[src/smc_pkg.sv]
// package for the sleep mode controller: register map, fields, constants
package smc_pkg;
    // wishbone register offsets (byte addresses)
    localparam logic [7:0] STATUS_ADDR = 8'h00;
    localparam logic [7:0] CTRL_ADDR = 8'h04;
    localparam logic [7:0] IRQ_EN_ADDR = 8'h08;
    localparam logic [7:0] STATE_ADDR = 8'h0c;
    // status register fields
    localparam int STAT_PD_BIT = 0;
    localparam int STAT_WDT_BIT = 1;
    // control register fields
    localparam int CTRL_GIE_BIT = 0;
    localparam int CTRL_WDT_SLEEP_BIT = 1;
    localparam int CTRL_EXTERNAL_RESET_PIN_EN_BIT = 2;
    localparam int CTRL_WDT_EN_BIT = 3;
    localparam int CTRL_REF_BIT = 4;
    localparam int CTRL_AEN_LSB = 8;
    localparam int AEN_W = 8;
    // reset values
    localparam logic [31:0] CTRL_RESET = 32'h0000_0014;
    localparam logic [1:0] STATUS_RESET = 2'h1;
    localparam logic [1:0] IRQ_EN_RESET = 2'h0;
    localparam logic [31:0] UNMAPPED_DATA = 32'h0000_0000;
    // reference selection: 1 selects the analog rail (default)
    localparam logic REF_ANALOG = 1'b1;

    typedef enum logic [1:0] {
        ST_RUN,
        ST_ENTER,
        ST_SLEEP,
        ST_WAKE
    } smc_state_type;

    typedef struct packed {
        logic pin_change;
        logic ext_edge;
    } smc_irq_type;

    typedef struct packed {
        logic cpu_clk_en;
        logic analog_rail_en;
        logic io_hold;
        logic conv_ok;
    } smc_power_type;
endpackage

[src/smc_sleep_ctrl.sv]
// sleep mode controller: entry, wake, clock gating, rail control, flags
`timescale 1ns/1ps
`default_nettype none
module smc_sleep_ctrl
    import smc_pkg::*;
#(
    parameter int AEN_WIDTH = AEN_W
) (
    input wire logic clk_i, // core clock
    input wire logic rst_i, // synchronous reset, active high
    input wire logic [7:0] wb_adr_i, // wishbone address
    input wire logic [31:0] wb_dat_i, // wishbone write data
    output logic [31:0] wb_dat_o, // wishbone read data
    input wire logic wb_we_i, // wishbone write enable
    input wire logic [3:0] wb_sel_i, // wishbone byte selects
    input wire logic wb_cyc_i, // wishbone cycle
    input wire logic wb_stb_i, // wishbone strobe
    output logic wb_ack_o, // wishbone acknowledge
    input wire logic sleep_exec_i, // decoder: sleep instruction executing
    input wire smc_irq_type irq_flag_i, // wake-capable interrupt flags
    input wire logic por_i, // power-on reset event
    input wire logic external_reset_pin_i, // external reset pin event
    input wire logic wdt_timeout_i, // watchdog expiry event
    output logic wdt_clear_o, // clear watchdog and prescaler
    output logic wdt_run_o, // watchdog allowed to count
    output logic cpu_clk_en_o, // cpu clock enable
    output logic analog_rail_en_o, // analog supply rail request
    output logic [AEN_WIDTH-1:0] analog_en_o, // analog block enables
    output logic conv_ok_o, // converter usable
    output logic io_hold_o, // latch io drive state
    output logic prefetch_o, // prefetch instruction at pc + 1
    output logic resume_o, // resume execution pulse
    output logic vector_isr_o, // vector to service routine after next instr
    output logic core_reset_o, // reset the device
    output logic power_down_flag_o, // status: power down flag
    output logic watchdog_expiry_flag_o // status: watchdog expiry flag
);
    smc_state_type state_reg, state_next;
    logic [31:0] ctrl_reg;
    logic [1:0] irq_en_reg;
    logic [1:0] status_reg;
    smc_power_type pwr_reg;
    logic wake_src, reset_wake, irq_pend, wb_req, wb_wr;

    // only pin change and external edge count, each behind its own enable
    assign irq_pend = (irq_flag_i.pin_change & irq_en_reg[1])
        | (irq_flag_i.ext_edge & irq_en_reg[0]);
    assign reset_wake = por_i | (external_reset_pin_i & ctrl_reg[CTRL_EXTERNAL_RESET_PIN_EN_BIT]);
    assign wake_src = reset_wake | irq_pend
        | (wdt_timeout_i & ctrl_reg[CTRL_WDT_EN_BIT]);
    assign wb_req = wb_cyc_i & wb_stb_i & ~wb_ack_o;
    assign wb_wr = wb_req & wb_we_i;

    // sequencing
    always_comb begin
        state_next = state_reg;
        case (state_reg)
            ST_RUN: begin
                if (sleep_exec_i && !irq_pend) begin
                    state_next = ST_ENTER;
                end
            end
            ST_ENTER: begin
                state_next = ST_SLEEP;
            end
            ST_SLEEP: begin
                if (wake_src) begin
                    state_next = ST_WAKE;
                end
            end
            ST_WAKE: begin
                state_next = ST_RUN;
            end
            default: begin
                state_next = ST_RUN;
            end
        endcase
    end

    always_ff @(posedge clk_i) begin
        if (rst_i) begin
            state_reg <= ST_RUN;
        end else if (state_reg == ST_SLEEP && reset_wake) begin
            state_reg <= ST_RUN;
        end else begin
            state_reg <= state_next;
        end
    end

    // registers over wishbone
    always_ff @(posedge clk_i) begin
        if (rst_i) begin
            ctrl_reg <= CTRL_RESET;
            irq_en_reg <= IRQ_EN_RESET;
        end else if (wb_wr && wb_adr_i == CTRL_ADDR) begin
            for (int i = 0; i < 4; i++) begin
                if (wb_sel_i[i]) begin
                    ctrl_reg[i*8 +: 8] <= wb_dat_i[i*8 +: 8];
                end
            end
        end else if (wb_wr && wb_adr_i == IRQ_EN_ADDR && wb_sel_i[0]) begin
            irq_en_reg <= wb_dat_i[1:0];
        end
    end

    always_ff @(posedge clk_i) begin
        if (rst_i) begin
            wb_ack_o <= 1'b0;
            wb_dat_o <= UNMAPPED_DATA;
        end else begin
            wb_ack_o <= wb_req;
            if (wb_req && !wb_we_i) begin
                if (wb_adr_i == STATUS_ADDR) begin
                    wb_dat_o <= {30'h0, status_reg};
                end else if (wb_adr_i == CTRL_ADDR) begin
                    wb_dat_o <= ctrl_reg;
                end else if (wb_adr_i == IRQ_EN_ADDR) begin
                    wb_dat_o <= {30'h0, irq_en_reg};
                end else if (wb_adr_i == STATE_ADDR) begin
                    wb_dat_o <= {28'h0, pwr_reg};
                end else begin
                    wb_dat_o <= UNMAPPED_DATA;
                end
            end
        end
    end

    // status flags: sleep entry (ST_ENTER) and wishbone writes update them
    always_ff @(posedge clk_i) begin
        if (rst_i) begin
            status_reg <= STATUS_RESET;
        end else if (state_reg == ST_ENTER) begin
            status_reg[STAT_PD_BIT] <= 1'b0;
            status_reg[STAT_WDT_BIT] <= 1'b1;
        end else if (wb_wr && wb_adr_i == STATUS_ADDR && wb_sel_i[0]) begin
            status_reg <= wb_dat_i[1:0];
        end
    end

    // power, clock and io hold controls
    always_ff @(posedge clk_i) begin
        if (rst_i) begin
            pwr_reg <= '{cpu_clk_en: 1'b1, analog_rail_en: 1'b1, io_hold: 1'b0,
                conv_ok: 1'b1};
        end else begin
            case (state_next)
                ST_ENTER, ST_SLEEP: begin
                    pwr_reg.cpu_clk_en <= 1'b0;
                    pwr_reg.analog_rail_en <= 1'b0;
                    pwr_reg.io_hold <= 1'b1;
                    pwr_reg.conv_ok <= ctrl_reg[CTRL_REF_BIT] != REF_ANALOG;
                end
                ST_WAKE: begin
                    pwr_reg.analog_rail_en <= 1'b1;
                    pwr_reg.cpu_clk_en <= 1'b1;
                    pwr_reg.io_hold <= 1'b1;
                    pwr_reg.conv_ok <= 1'b1;
                end
                default: begin
                    pwr_reg <= '{cpu_clk_en: 1'b1, analog_rail_en: 1'b1, io_hold: 1'b0,
                        conv_ok: 1'b1};
                end
            endcase
            if (state_reg == ST_SLEEP && reset_wake) begin
                pwr_reg <= '{cpu_clk_en: 1'b1, analog_rail_en: 1'b1, io_hold: 1'b0,
                    conv_ok: 1'b1};
            end
        end
    end

    // core handshakes
    always_ff @(posedge clk_i) begin
        if (rst_i) begin
            wdt_clear_o <= 1'b0;
            wdt_run_o <= 1'b1;
            prefetch_o <= 1'b0;
            resume_o <= 1'b0;
            vector_isr_o <= 1'b0;
            core_reset_o <= 1'b0;
        end else begin
            wdt_clear_o <= (state_next == ST_ENTER)
                || (state_reg == ST_SLEEP && wake_src);
            wdt_run_o <= (state_next == ST_SLEEP || state_next == ST_ENTER) ?
                ctrl_reg[CTRL_WDT_SLEEP_BIT] : 1'b1;
            prefetch_o <= sleep_exec_i && state_reg == ST_RUN;
            resume_o <= state_reg == ST_WAKE;
            vector_isr_o <= state_reg == ST_WAKE && irq_pend
                && ctrl_reg[CTRL_GIE_BIT];
            core_reset_o <= state_reg == ST_SLEEP && reset_wake;
        end
    end

    assign cpu_clk_en_o = pwr_reg.cpu_clk_en;
    assign analog_rail_en_o = pwr_reg.analog_rail_en;
    assign io_hold_o = pwr_reg.io_hold;
    assign conv_ok_o = pwr_reg.conv_ok;
    assign analog_en_o = ctrl_reg[CTRL_AEN_LSB +: AEN_WIDTH];
    assign power_down_flag_o = status_reg[STAT_PD_BIT];
    assign watchdog_expiry_flag_o = status_reg[STAT_WDT_BIT];
endmodule
`default_nettype wire

[config.mk]
export PLATFORM = sky130hd
export DESIGN_NAME = smc_sleep_ctrl
export DESIGN_NICKNAME = d
export VERILOG_FILES = /design/src/smc_pkg.sv /design/src/smc_sleep_ctrl.sv
export SDC_FILE = /design/constraint.sdc
export NUM_CORES = 1
export LEC_CHECK = 0
export ABC_AREA = 1
export BUFFER_PORTS_ARGS = -buffer_cell sky130_fd_sc_hd__buf_2
export CELL_PAD_IN_SITES_DETAIL_PLACEMENT = 0
export CELL_PAD_IN_SITES_GLOBAL_PLACEMENT = 1
export CORE_ASPECT_RATIO = 1.25
export CORE_MARGIN = 2
export CORE_UTILIZATION = 37
export CTS_BUF_LIST = sky130_fd_sc_hd__clkbuf_8
export CTS_CLUSTER_SIZE = 12
export DETAILED_ROUTE_END_ITERATION = 8
export GPL_TIMING_DRIVEN = 1
export MAX_ROUTING_LAYER = met4
export PLACE_DENSITY = 0.93
export SETUP_SLACK_MARGIN = 0.5
export SYNTH_ARGS = -nofsm -noshare
export SYNTH_HDL_FRONTEND = slang
export SYNTH_SLANG_ARGS = --single-unit
[constraint.sdc]
create_clock -name clk_i -period 2.1 [get_ports clk_i]
set_input_delay 0.42 -clock clk_i [delete_from_list [all_inputs] [get_ports clk_i]]
set_output_delay 0.42 -clock clk_i [all_outputs]
set_load 0.1 [all_outputs]
== Word-level counts from Yosys, hierarchy flattened ==
Index checks and enable logic that the tools add are counted.

* Output and inout bits: 53
* Bits of input ports: 55
* Bits in registers: 81
* Word-level logic and storage cells: 80

* Bitwise gates (word level): 15
* Multiplexer cells: 10
* Reduce and logical (&&, ||, !) cells: 27
* Equal/unequal tests: 9

{| class="wikitable"
|+ Operators with widths
! kind !! number
|-
| 32-bit 2-to-1 mux || 2
|-
| 8-bit by 4-bit equality test with 1-bit output (second input constant) || 2
|-
| 1-bit logical AND || 12
|-
| 2-bit AND reduction || 5
|-
| 2-bit equality test (second input constant) || 4
|-
| 8-bit by 3-bit equality test with 1-bit output (second input constant) || 1
|-
| 8-bit logical NOT || 1
|-
| 2-bit 2-to-1 mux || 4
|-
| 4-bit 2-to-1 mux || 2
|-
| 2-bit case mux with 4 select lines || 1
|-
| 4-bit case mux with 2 select lines || 1
|-
| 1-bit AND || 7
|-
| 2-bit OR reduction || 3
|-
| 2-bit by 1-bit equality test with 1-bit output (second input constant) || 2
|-
| 1-bit inverter || 4
|-
| 1-bit OR || 4
|-
| 1-bit logical NOT || 2
|-
| 2-bit logical NOT || 1
|-
| 1-bit logical OR || 2
|-
| 2-bit nonzero test || 1
|}

== Logic depth before layout (Yosys ltp) ==
Gate-level depths: netlist (run 1).

* Word-level depth: 10
* Mapped depth: 12
* Gate-level depth less buffers: 12

== Worst setup path after synthesis (run 1) ==
No wires, ideal clock.

* Path kind: flip-flop to flip-flop
* From: register wb_ack_o
* To: register wb_dat_o[10]
* Stages on the path, launching flop included: 8
* Period minus slack after synthesis: 1.902 ns
* Slack: 0.198 ns
* Data arrival time: 1.831 ns
* Data required time: 2.030 ns
* Library setup time: 0.070 ns
* Path buffers: 1
* Cells stage by stage: dfxtp_1 -> nor2_1 -> inv_1 -> nor2_2 -> inv_1 -> clkbuf_1 -> nand2_1 -> a21oi_1

* Longest elaborated chain between the ends: 3

{| class="wikitable"
|+ RTL lines
! what !! RTL line !! source
|-
| start: declaration || smc_sleep_ctrl.sv:18 || <nowiki>output logic wb_ack_o,</nowiki>
|-
| start signal: assignment || smc_sleep_ctrl.sv:111 || <nowiki>wb_ack_o <= wb_req;</nowiki>
|-
| 1-bit inverter || smc_sleep_ctrl.sv:51 || <nowiki>assign wb_req = wb_cyc_i & wb_stb_i & ~wb_ack_o;</nowiki>
|-
| 1-bit AND || smc_sleep_ctrl.sv:51 ||
|-
| 1-bit logical AND || smc_sleep_ctrl.sv:112 || <nowiki>if (wb_req && !wb_we_i) begin</nowiki>
|-
| end signal: assignment || smc_sleep_ctrl.sv:114 || <nowiki>wb_dat_o <= {30'h0, status_reg};</nowiki>
|-
| end signal: assignment || smc_sleep_ctrl.sv:116 || <nowiki>wb_dat_o <= ctrl_reg;</nowiki>
|-
| end signal: assignment || smc_sleep_ctrl.sv:118 || <nowiki>wb_dat_o <= {30'h0, irq_en_reg};</nowiki>
|-
| end: declaration || smc_sleep_ctrl.sv:13 || <nowiki>output logic [31:0] wb_dat_o,</nowiki>
|}

No other way between the ends.
A chain may end at the register's enable or synchronous reset.

== Final worst setup path (run 1) ==
* From: register wb_dat_o[11]
* To: output wb_dat_o[11]

No word-level cell between the ends.

==> results of run 1 <==
==> worst max path at each step <==
stage / to / slack [ns] / startpoint
floorplan: conv_ok_o / 0.51 / state_reg[1]
global placement: conv_ok_o / 0.29 / irq_flag_i[1]
detailed placement: ctrl_reg[9] / 0.26 / wb_adr_i[6]
CTS: wdt_clear_o / 0.47 / state_reg[0]
global route: ctrl_reg[27] / 0.49 / wb_adr_i[6]
finish: wb_dat_o[11] / 0.55 / wb_dat_o[11]
==> metal layers <==
metal  routed length [um]  vias up  part of all wire
met2                 4178       94              0.51
met3                  468       20             0.057
met4                  224        0             0.027
met1                 3362     1392              0.41
li1                     -     1585                 -
met5                    0        -                 0
==> power groups by stage <==
| stage | combinational, uW | sequential [uW] | clock [uW] |
|---|---|---|---|
| 6_report | 1220 | 1670 | 1240 |
| 5_1_grt | 1310 | 1680 | 1340 |
| 4_1_cts | 1150 | 1650 | 1270 |
| 3_5_place_dp | 1020 | 1680 | 0 |
| 3_3_place_gp | 1010 | 1680 | 0 |
| 2_1_floorplan | 395 | 2090 | 0 |
==> layout make-up <==
class,count,area [um2]
sequential,80,1615
tap,120,150.1
fill,864,4403
inverter,30,121.4
clock buffer,11,151.4
clock inverter,4,68.82
multi-input combinational,284,1443
timing repair buffer,119,653.1
==> Yosys cell counts <==
master and number:
nand2_1 99, dfxtp_1 80, a21oi_1 66, nand3_1 65, inv_1 26, nor2_1 22
clkbuf_1 15, buf_4 11, ha_1 8, o21ai_0 8, o211ai_1 4, nor3_1 3
buf_6 2, inv_2 2, nand2_4 2, nand4_1 2, nor2_2 2, buf_2 1
clkinv_1 1, clkinv_2 1, nor2_4 1, nor2_8 1, nor4_1 1
==> cells in the final DEF, fill, tap and decap left out, types with 3 or more instances in the layout <==
master    instances
nand2_2           4
dfxtp_2           5
inv_1            24
a21oi_1          64
nor3_1            3
inv_2             3
buf_2            96
buf_4            17
o211ai_1          4
o21ai_0           5
nor2_1           22
ha_1              5
nand3_1          65
clkbuf_8         11
ha_4              3
dfxtp_1          73
o21ai_1           3
nand2_1          95
clkbuf_4          6
==> per-stage QoR <==
| step | cells | hold WS [ns] | area (um2) | worst slack (ns) |
|---|---|---|---|---|
| finish | 648 | 0.2654 | 4203 | 0.5507 |
| CTS | 642 | 0.2511 | 4091 | 0.4697 |
| floorplan | 423 | 0.4273 | 3267 | 0.5054 |
| detailed placement | 626 | 0.4522 | 3824 | 0.2570 |
| global route | 648 | 0.2870 | 4203 | 0.4909 |
| global placement | 626 | 0.4496 | 3824 | 0.2944 |
==> repair_timing <==
action | 4_1_cts | 5_1_grt
pin swaps | 1 | 7
setup buffers | 1 | 6
resized for setup | 11 | 26
hold endpoints to repair | 0 | 0
setup endpoints to repair | 8 | 22
==> logic make-up (layout without fill, tap and decap cells) <==
| kind of cell | after synthesis | after routing | share of synthesized area |
|---|---|---|---|
| AOI/OAI and AO/OA | 78 | 78 | 0.1227 |
| adders and majority gates | 8 | 8 | 0.03069 |
| buffers and inverters | 59 | 164 | 0.08592 |
| DFF | 80 | 80 | 0.4910 |
| and+or+nand+nor | 198 | 198 | 0.2697 |
==> metrics, run 1 <==
run status=completed; CP cell instances=buf_2; crit-path max cell delay=0.44 ns; hold-critical path depth=3; crit end category=output port; Pins Over Slew Limit=0; final setup vio count=0; sw power=approximately 1400 uW; reg-to-reg slack, setup=0.56 ns; Post-CTS Hold Buffers=0; Congestion Overflow GR=0; row cnt=38; IO Count=108; relative slew slack=0.6060; share of power burned in registers=0.404; Overall Global Routing Usage=0.1824; Power Total=about 4100 uW; synthesis-to-finish area growth=28.85%; CTS clk-pin slew, worst paths=0.08 ns; initial antenna violation count=0; RSZ-0062 raised after global routing=true; fmax=0.6454 GHz; Starting Density=0.3790; Mapped Nets=486; Routed Antenna Nets=0; first-pass GRT wire length=approximately 13000 um; vias in the first global route=roughly 2900; clock share of power=0.301; Top Usage Layer GRT=met2; share of the synthesized area in the top cell type=0.4910; clk buf depth=2; Hold/Removal Path Class=input port to register; largest net degree at the start of global routing=61; worst slew pin tran=0.5911 ns; met2 usage=0.3122; Arrival @ worst endpoint=1.13 ns; Via-to-Cell Ratio=4.770; Syn. warnings=0; routed wire length=about 8000 um; min cycle time layout=1.549 ns; met3 Track Usage GR=0.04391; port bufs=107; reg-to-reg startpoint=state_reg[0]; # DRC=0; Leak=~0.0018 uW; layout net count=587; Die W=between 80 and 90 um; Max VDD drop=about 1.4 mV; Post-DP HPWL=6029 um; DIE HEIGHT=about 110 um; DIE AREA=9588 um2; Hold Crit Endpoint=ctrl_reg[2]; critical path depth=1; CP startpoint kind=register; TritonCTS clock tree=yes; setup TNS after final layout=0 ns; Max Cap Viol=0; drt initial violations=115; routed length per instance=~13 um; Pwr per Cell Area=983.5 nW/um2; Pint=around 2700 uW; Sink Count=80; critical path's slowest cell=buf_2; Worst Skew=0.007932 ns; crit path max fanout=2; Final period util=0.7378; final core utilization=0.4884; worst hold start=wb_dat_i[2]; sequential share of the synthesized area=0.4910; count of cell types in the netlist=23; Cells after Synth=around 420; Pre-antenna DRT Iters=4; Critical Path RT=1.68 ns; FF-to-FF End=conv_ok_o; Synth Register Bits=80; worst path buffer plus inverter count=1; via count=just over 3000; layout cell share with drive strength beyond 1=0.3049; GR Util met1=0.1995; final hold violation count=0; area of the mapped netlist=3262 um2; CP Class=register to output port; Comb power frac=0.295; dominant cell type by area after synthesis=dfxtp_1; GP Congestion=slightly above 0.8; CORE AREA=8606 um2; switching share of total power=0.3497; n_diodes=0; clk_lat worst skew=0.34 ns; CTS H-tree lvls=3; CP delay by family, top=buffers and inverters; root buffer cell=clkbuf_8; largest cells by area after synthesis=dfxtp_1 49%, nand2_1 11%, a21oi_1 10%, nand3_1 10%, ha_1 3.1%; total CTS buffers=9; Avg Cell Area, Syn=slightly below 8 um2; R2R depth=7
Power figures use the tool's default switching activity.
==> inputs of run 2 (changes only) <==
Clock period 2.1 ns to 1.6 ns, I/O delays scaled along.
==> metrics, run 2 (synthesized netlist as in run 1, its figures left out) <==
run status=completed; GP Congestion=roughly 0.81; Top Usage Layer GRT=met2; CP Class=register to register; commonest non-fill, non-tap cells in the layout=64 x buf_12, 54 x buf_2, 53 x nand2_1; synthesis-to-finish area growth=105.2%; FF-to-FF End=conv_ok_o; drt initial violations=about 180; Routed Antenna Nets=0; Starting Density=0.3790; crit-path max cell delay=0.34 ns; DIE HEIGHT=109.0 um; IO Count=108; CTS clk-pin slew, worst paths=0.08 ns; TritonCTS clock tree=yes; met2 usage=0.4919; hold-critical path depth=3; post-route cell area=~6700 um2; worst hold start=wb_dat_i[2]; Post-DP HPWL=about 6300 um; met3 Track Usage GR=0.06889; first-pass GRT wire length=19040 um; n_diodes=0; crit path max fanout=4; Die W=87.98 um; R2R depth=10; # DRC=0; layout net count=642; worst slew pin tran=0.5110 ns; most common cell after layout, fill and taps aside=buf_12; Sink Count=80; Pre-antenna DRT Iters=4; Hold/Removal Path Class=input port to register; crit end category=register; Arrival @ worst endpoint=approximately 1.7 ns; DIE AREA=9588 um2; Critical Path RT=between 1.5 and 2 ns; GR Util met1=0.2677; clk buf depth=2; critical path's slowest cell=dfxtp_2; reg-to-reg startpoint=state_reg[0]; CP cell instances=inv_4, ha_4, nand2_2, o21ai_2, o21ai_1, nand2_2, inv_2, ha_4, a21oi_2, nand2_1; Max Cap Viol=0; final hold violation count=0; clk_lat worst skew=~0.38 ns; worst hold slack=around 0.16 ns; min cycle time layout=~1.5 ns; fillcell total=453; Worst Skew=0.01819 ns; largest net degree at the start of global routing=33; DP Area=4145 um2; RSZ-0062 raised after global routing=true; CTS H-tree lvls=3; Pins Over Slew Limit=0; via count=3817; CORE AREA=8606 um2; vias in the first global route=3834; Max VDD drop=approximately 1.6 mV; Congestion Overflow GR=0; final setup vio count=0; Overall Global Routing Usage=0.2729; layout cell share with drive strength beyond 1=0.7260; CP startpoint kind=register; Pwr per Cell Area=890.8 nW/um2; Hold Crit Endpoint=ctrl_reg[2]; total CTS buffers=9; routed wire length=14490 um; fmax=0.6830 GHz; port bufs=about 110; Final period util=0.9151; Via-to-Cell Ratio=5.422; row cnt=38; initial antenna violation count=0; relative slew slack=0.6593; routed length per instance=20.59 um; reg-to-reg slack, setup=around 0.14 ns; root buffer cell=clkbuf_8; CP Launch Point=state_reg[0]; Leak=0.002500 uW
==> run 2: cell types whose count changed in the layout (fill, tap and decap cells not counted), moves of 25 or more <==
cell     change
buf_4       +25
dfxtp_1     -50
nand2_1     -42
nand3_1     -46
nand2_4     +30
a21oi_1     -51
a21oi_2     +50
buf_12      +64
buf_2       -42
dfxtp_2     +37
nand3_2     +27
==> run 2: repair_timing <==
item / CTS / global route
resized for setup: 313 / 138
pin swaps: 63 / 77
hold buffers: 0 / 0
cloned: 6 / 0
buffers inserted: 31 / 17
setup endpoints to repair: 125 / 129
==> run 2: critical path, delay by kind of cell (launching register included) <==
family | cells | cell delay, ns
AOI/OAI and AO/OA | 3 | 0.28
and+or+nand+nor | 3 | 0.20
adders and majority gates | 2 | 0.38
buffers and inverters | 2 | 0.15
DFF | 1 | 0.34
==> run 2: layer usage <==
layer | wire (um) | share of wire
met1 | 5067 | 0.35
met2 | 7611 | 0.53
met3 | 1045 | 0.072
met4 | 771 | 0.053
met5 | 0 | 0
==> run 2: worst max-delay path by stage <==
stage,to,slack (ns)
2_1_floorplan,conv_ok_o,0.26
3_3_place_gp,ctrl_reg[3],0.04
3_5_place_dp,ctrl_reg[14],-0.00009
4_1_cts,conv_ok_o,0.14
5_1_grt,conv_ok_o,0.05
6_report,conv_ok_o,0.14
==> run 2: power by group <==
part,switching (uW),internal [uW]
Clock,820,756
Sequential,124,2110
Combinational,1310,843
Total,2250,3710
==> run 2: cell type report <==
type	instances	area, um2	share of cell area
Multi-Input combinational cell	286	2392	0.3574
Timing Repair Buffer	172	2074	0.3100
Sequential cell	80	1710	0.2556
Inverter	30	167.7	0.02505
Tap cell	120	150.1	0.02243
Clock buffer	10	137.6	0.02056
Clock inverter	6	60.06	0.008974
==> run 2: metrics by stage <==
stage | setup slack [ns] | TNS [ns] | utilization | power [uW] | instances
3_3_place_gp | 0.04404 | 0 | 0.4817 | 3732 | 634
4_1_cts | 0.1357 | 0 | 0.6924 | 5744 | 687
3_5_place_dp | -0.00008793 | -0.00008793 | 0.4817 | 3764 | 634
2_1_floorplan | 0.2590 | 0 | - | 3463 | 423
6_report | 0.1358 | 0 | 0.7777 | 5962 | 704
5_1_grt | 0.04921 | 0 | 0.7777 | 6170 | 704
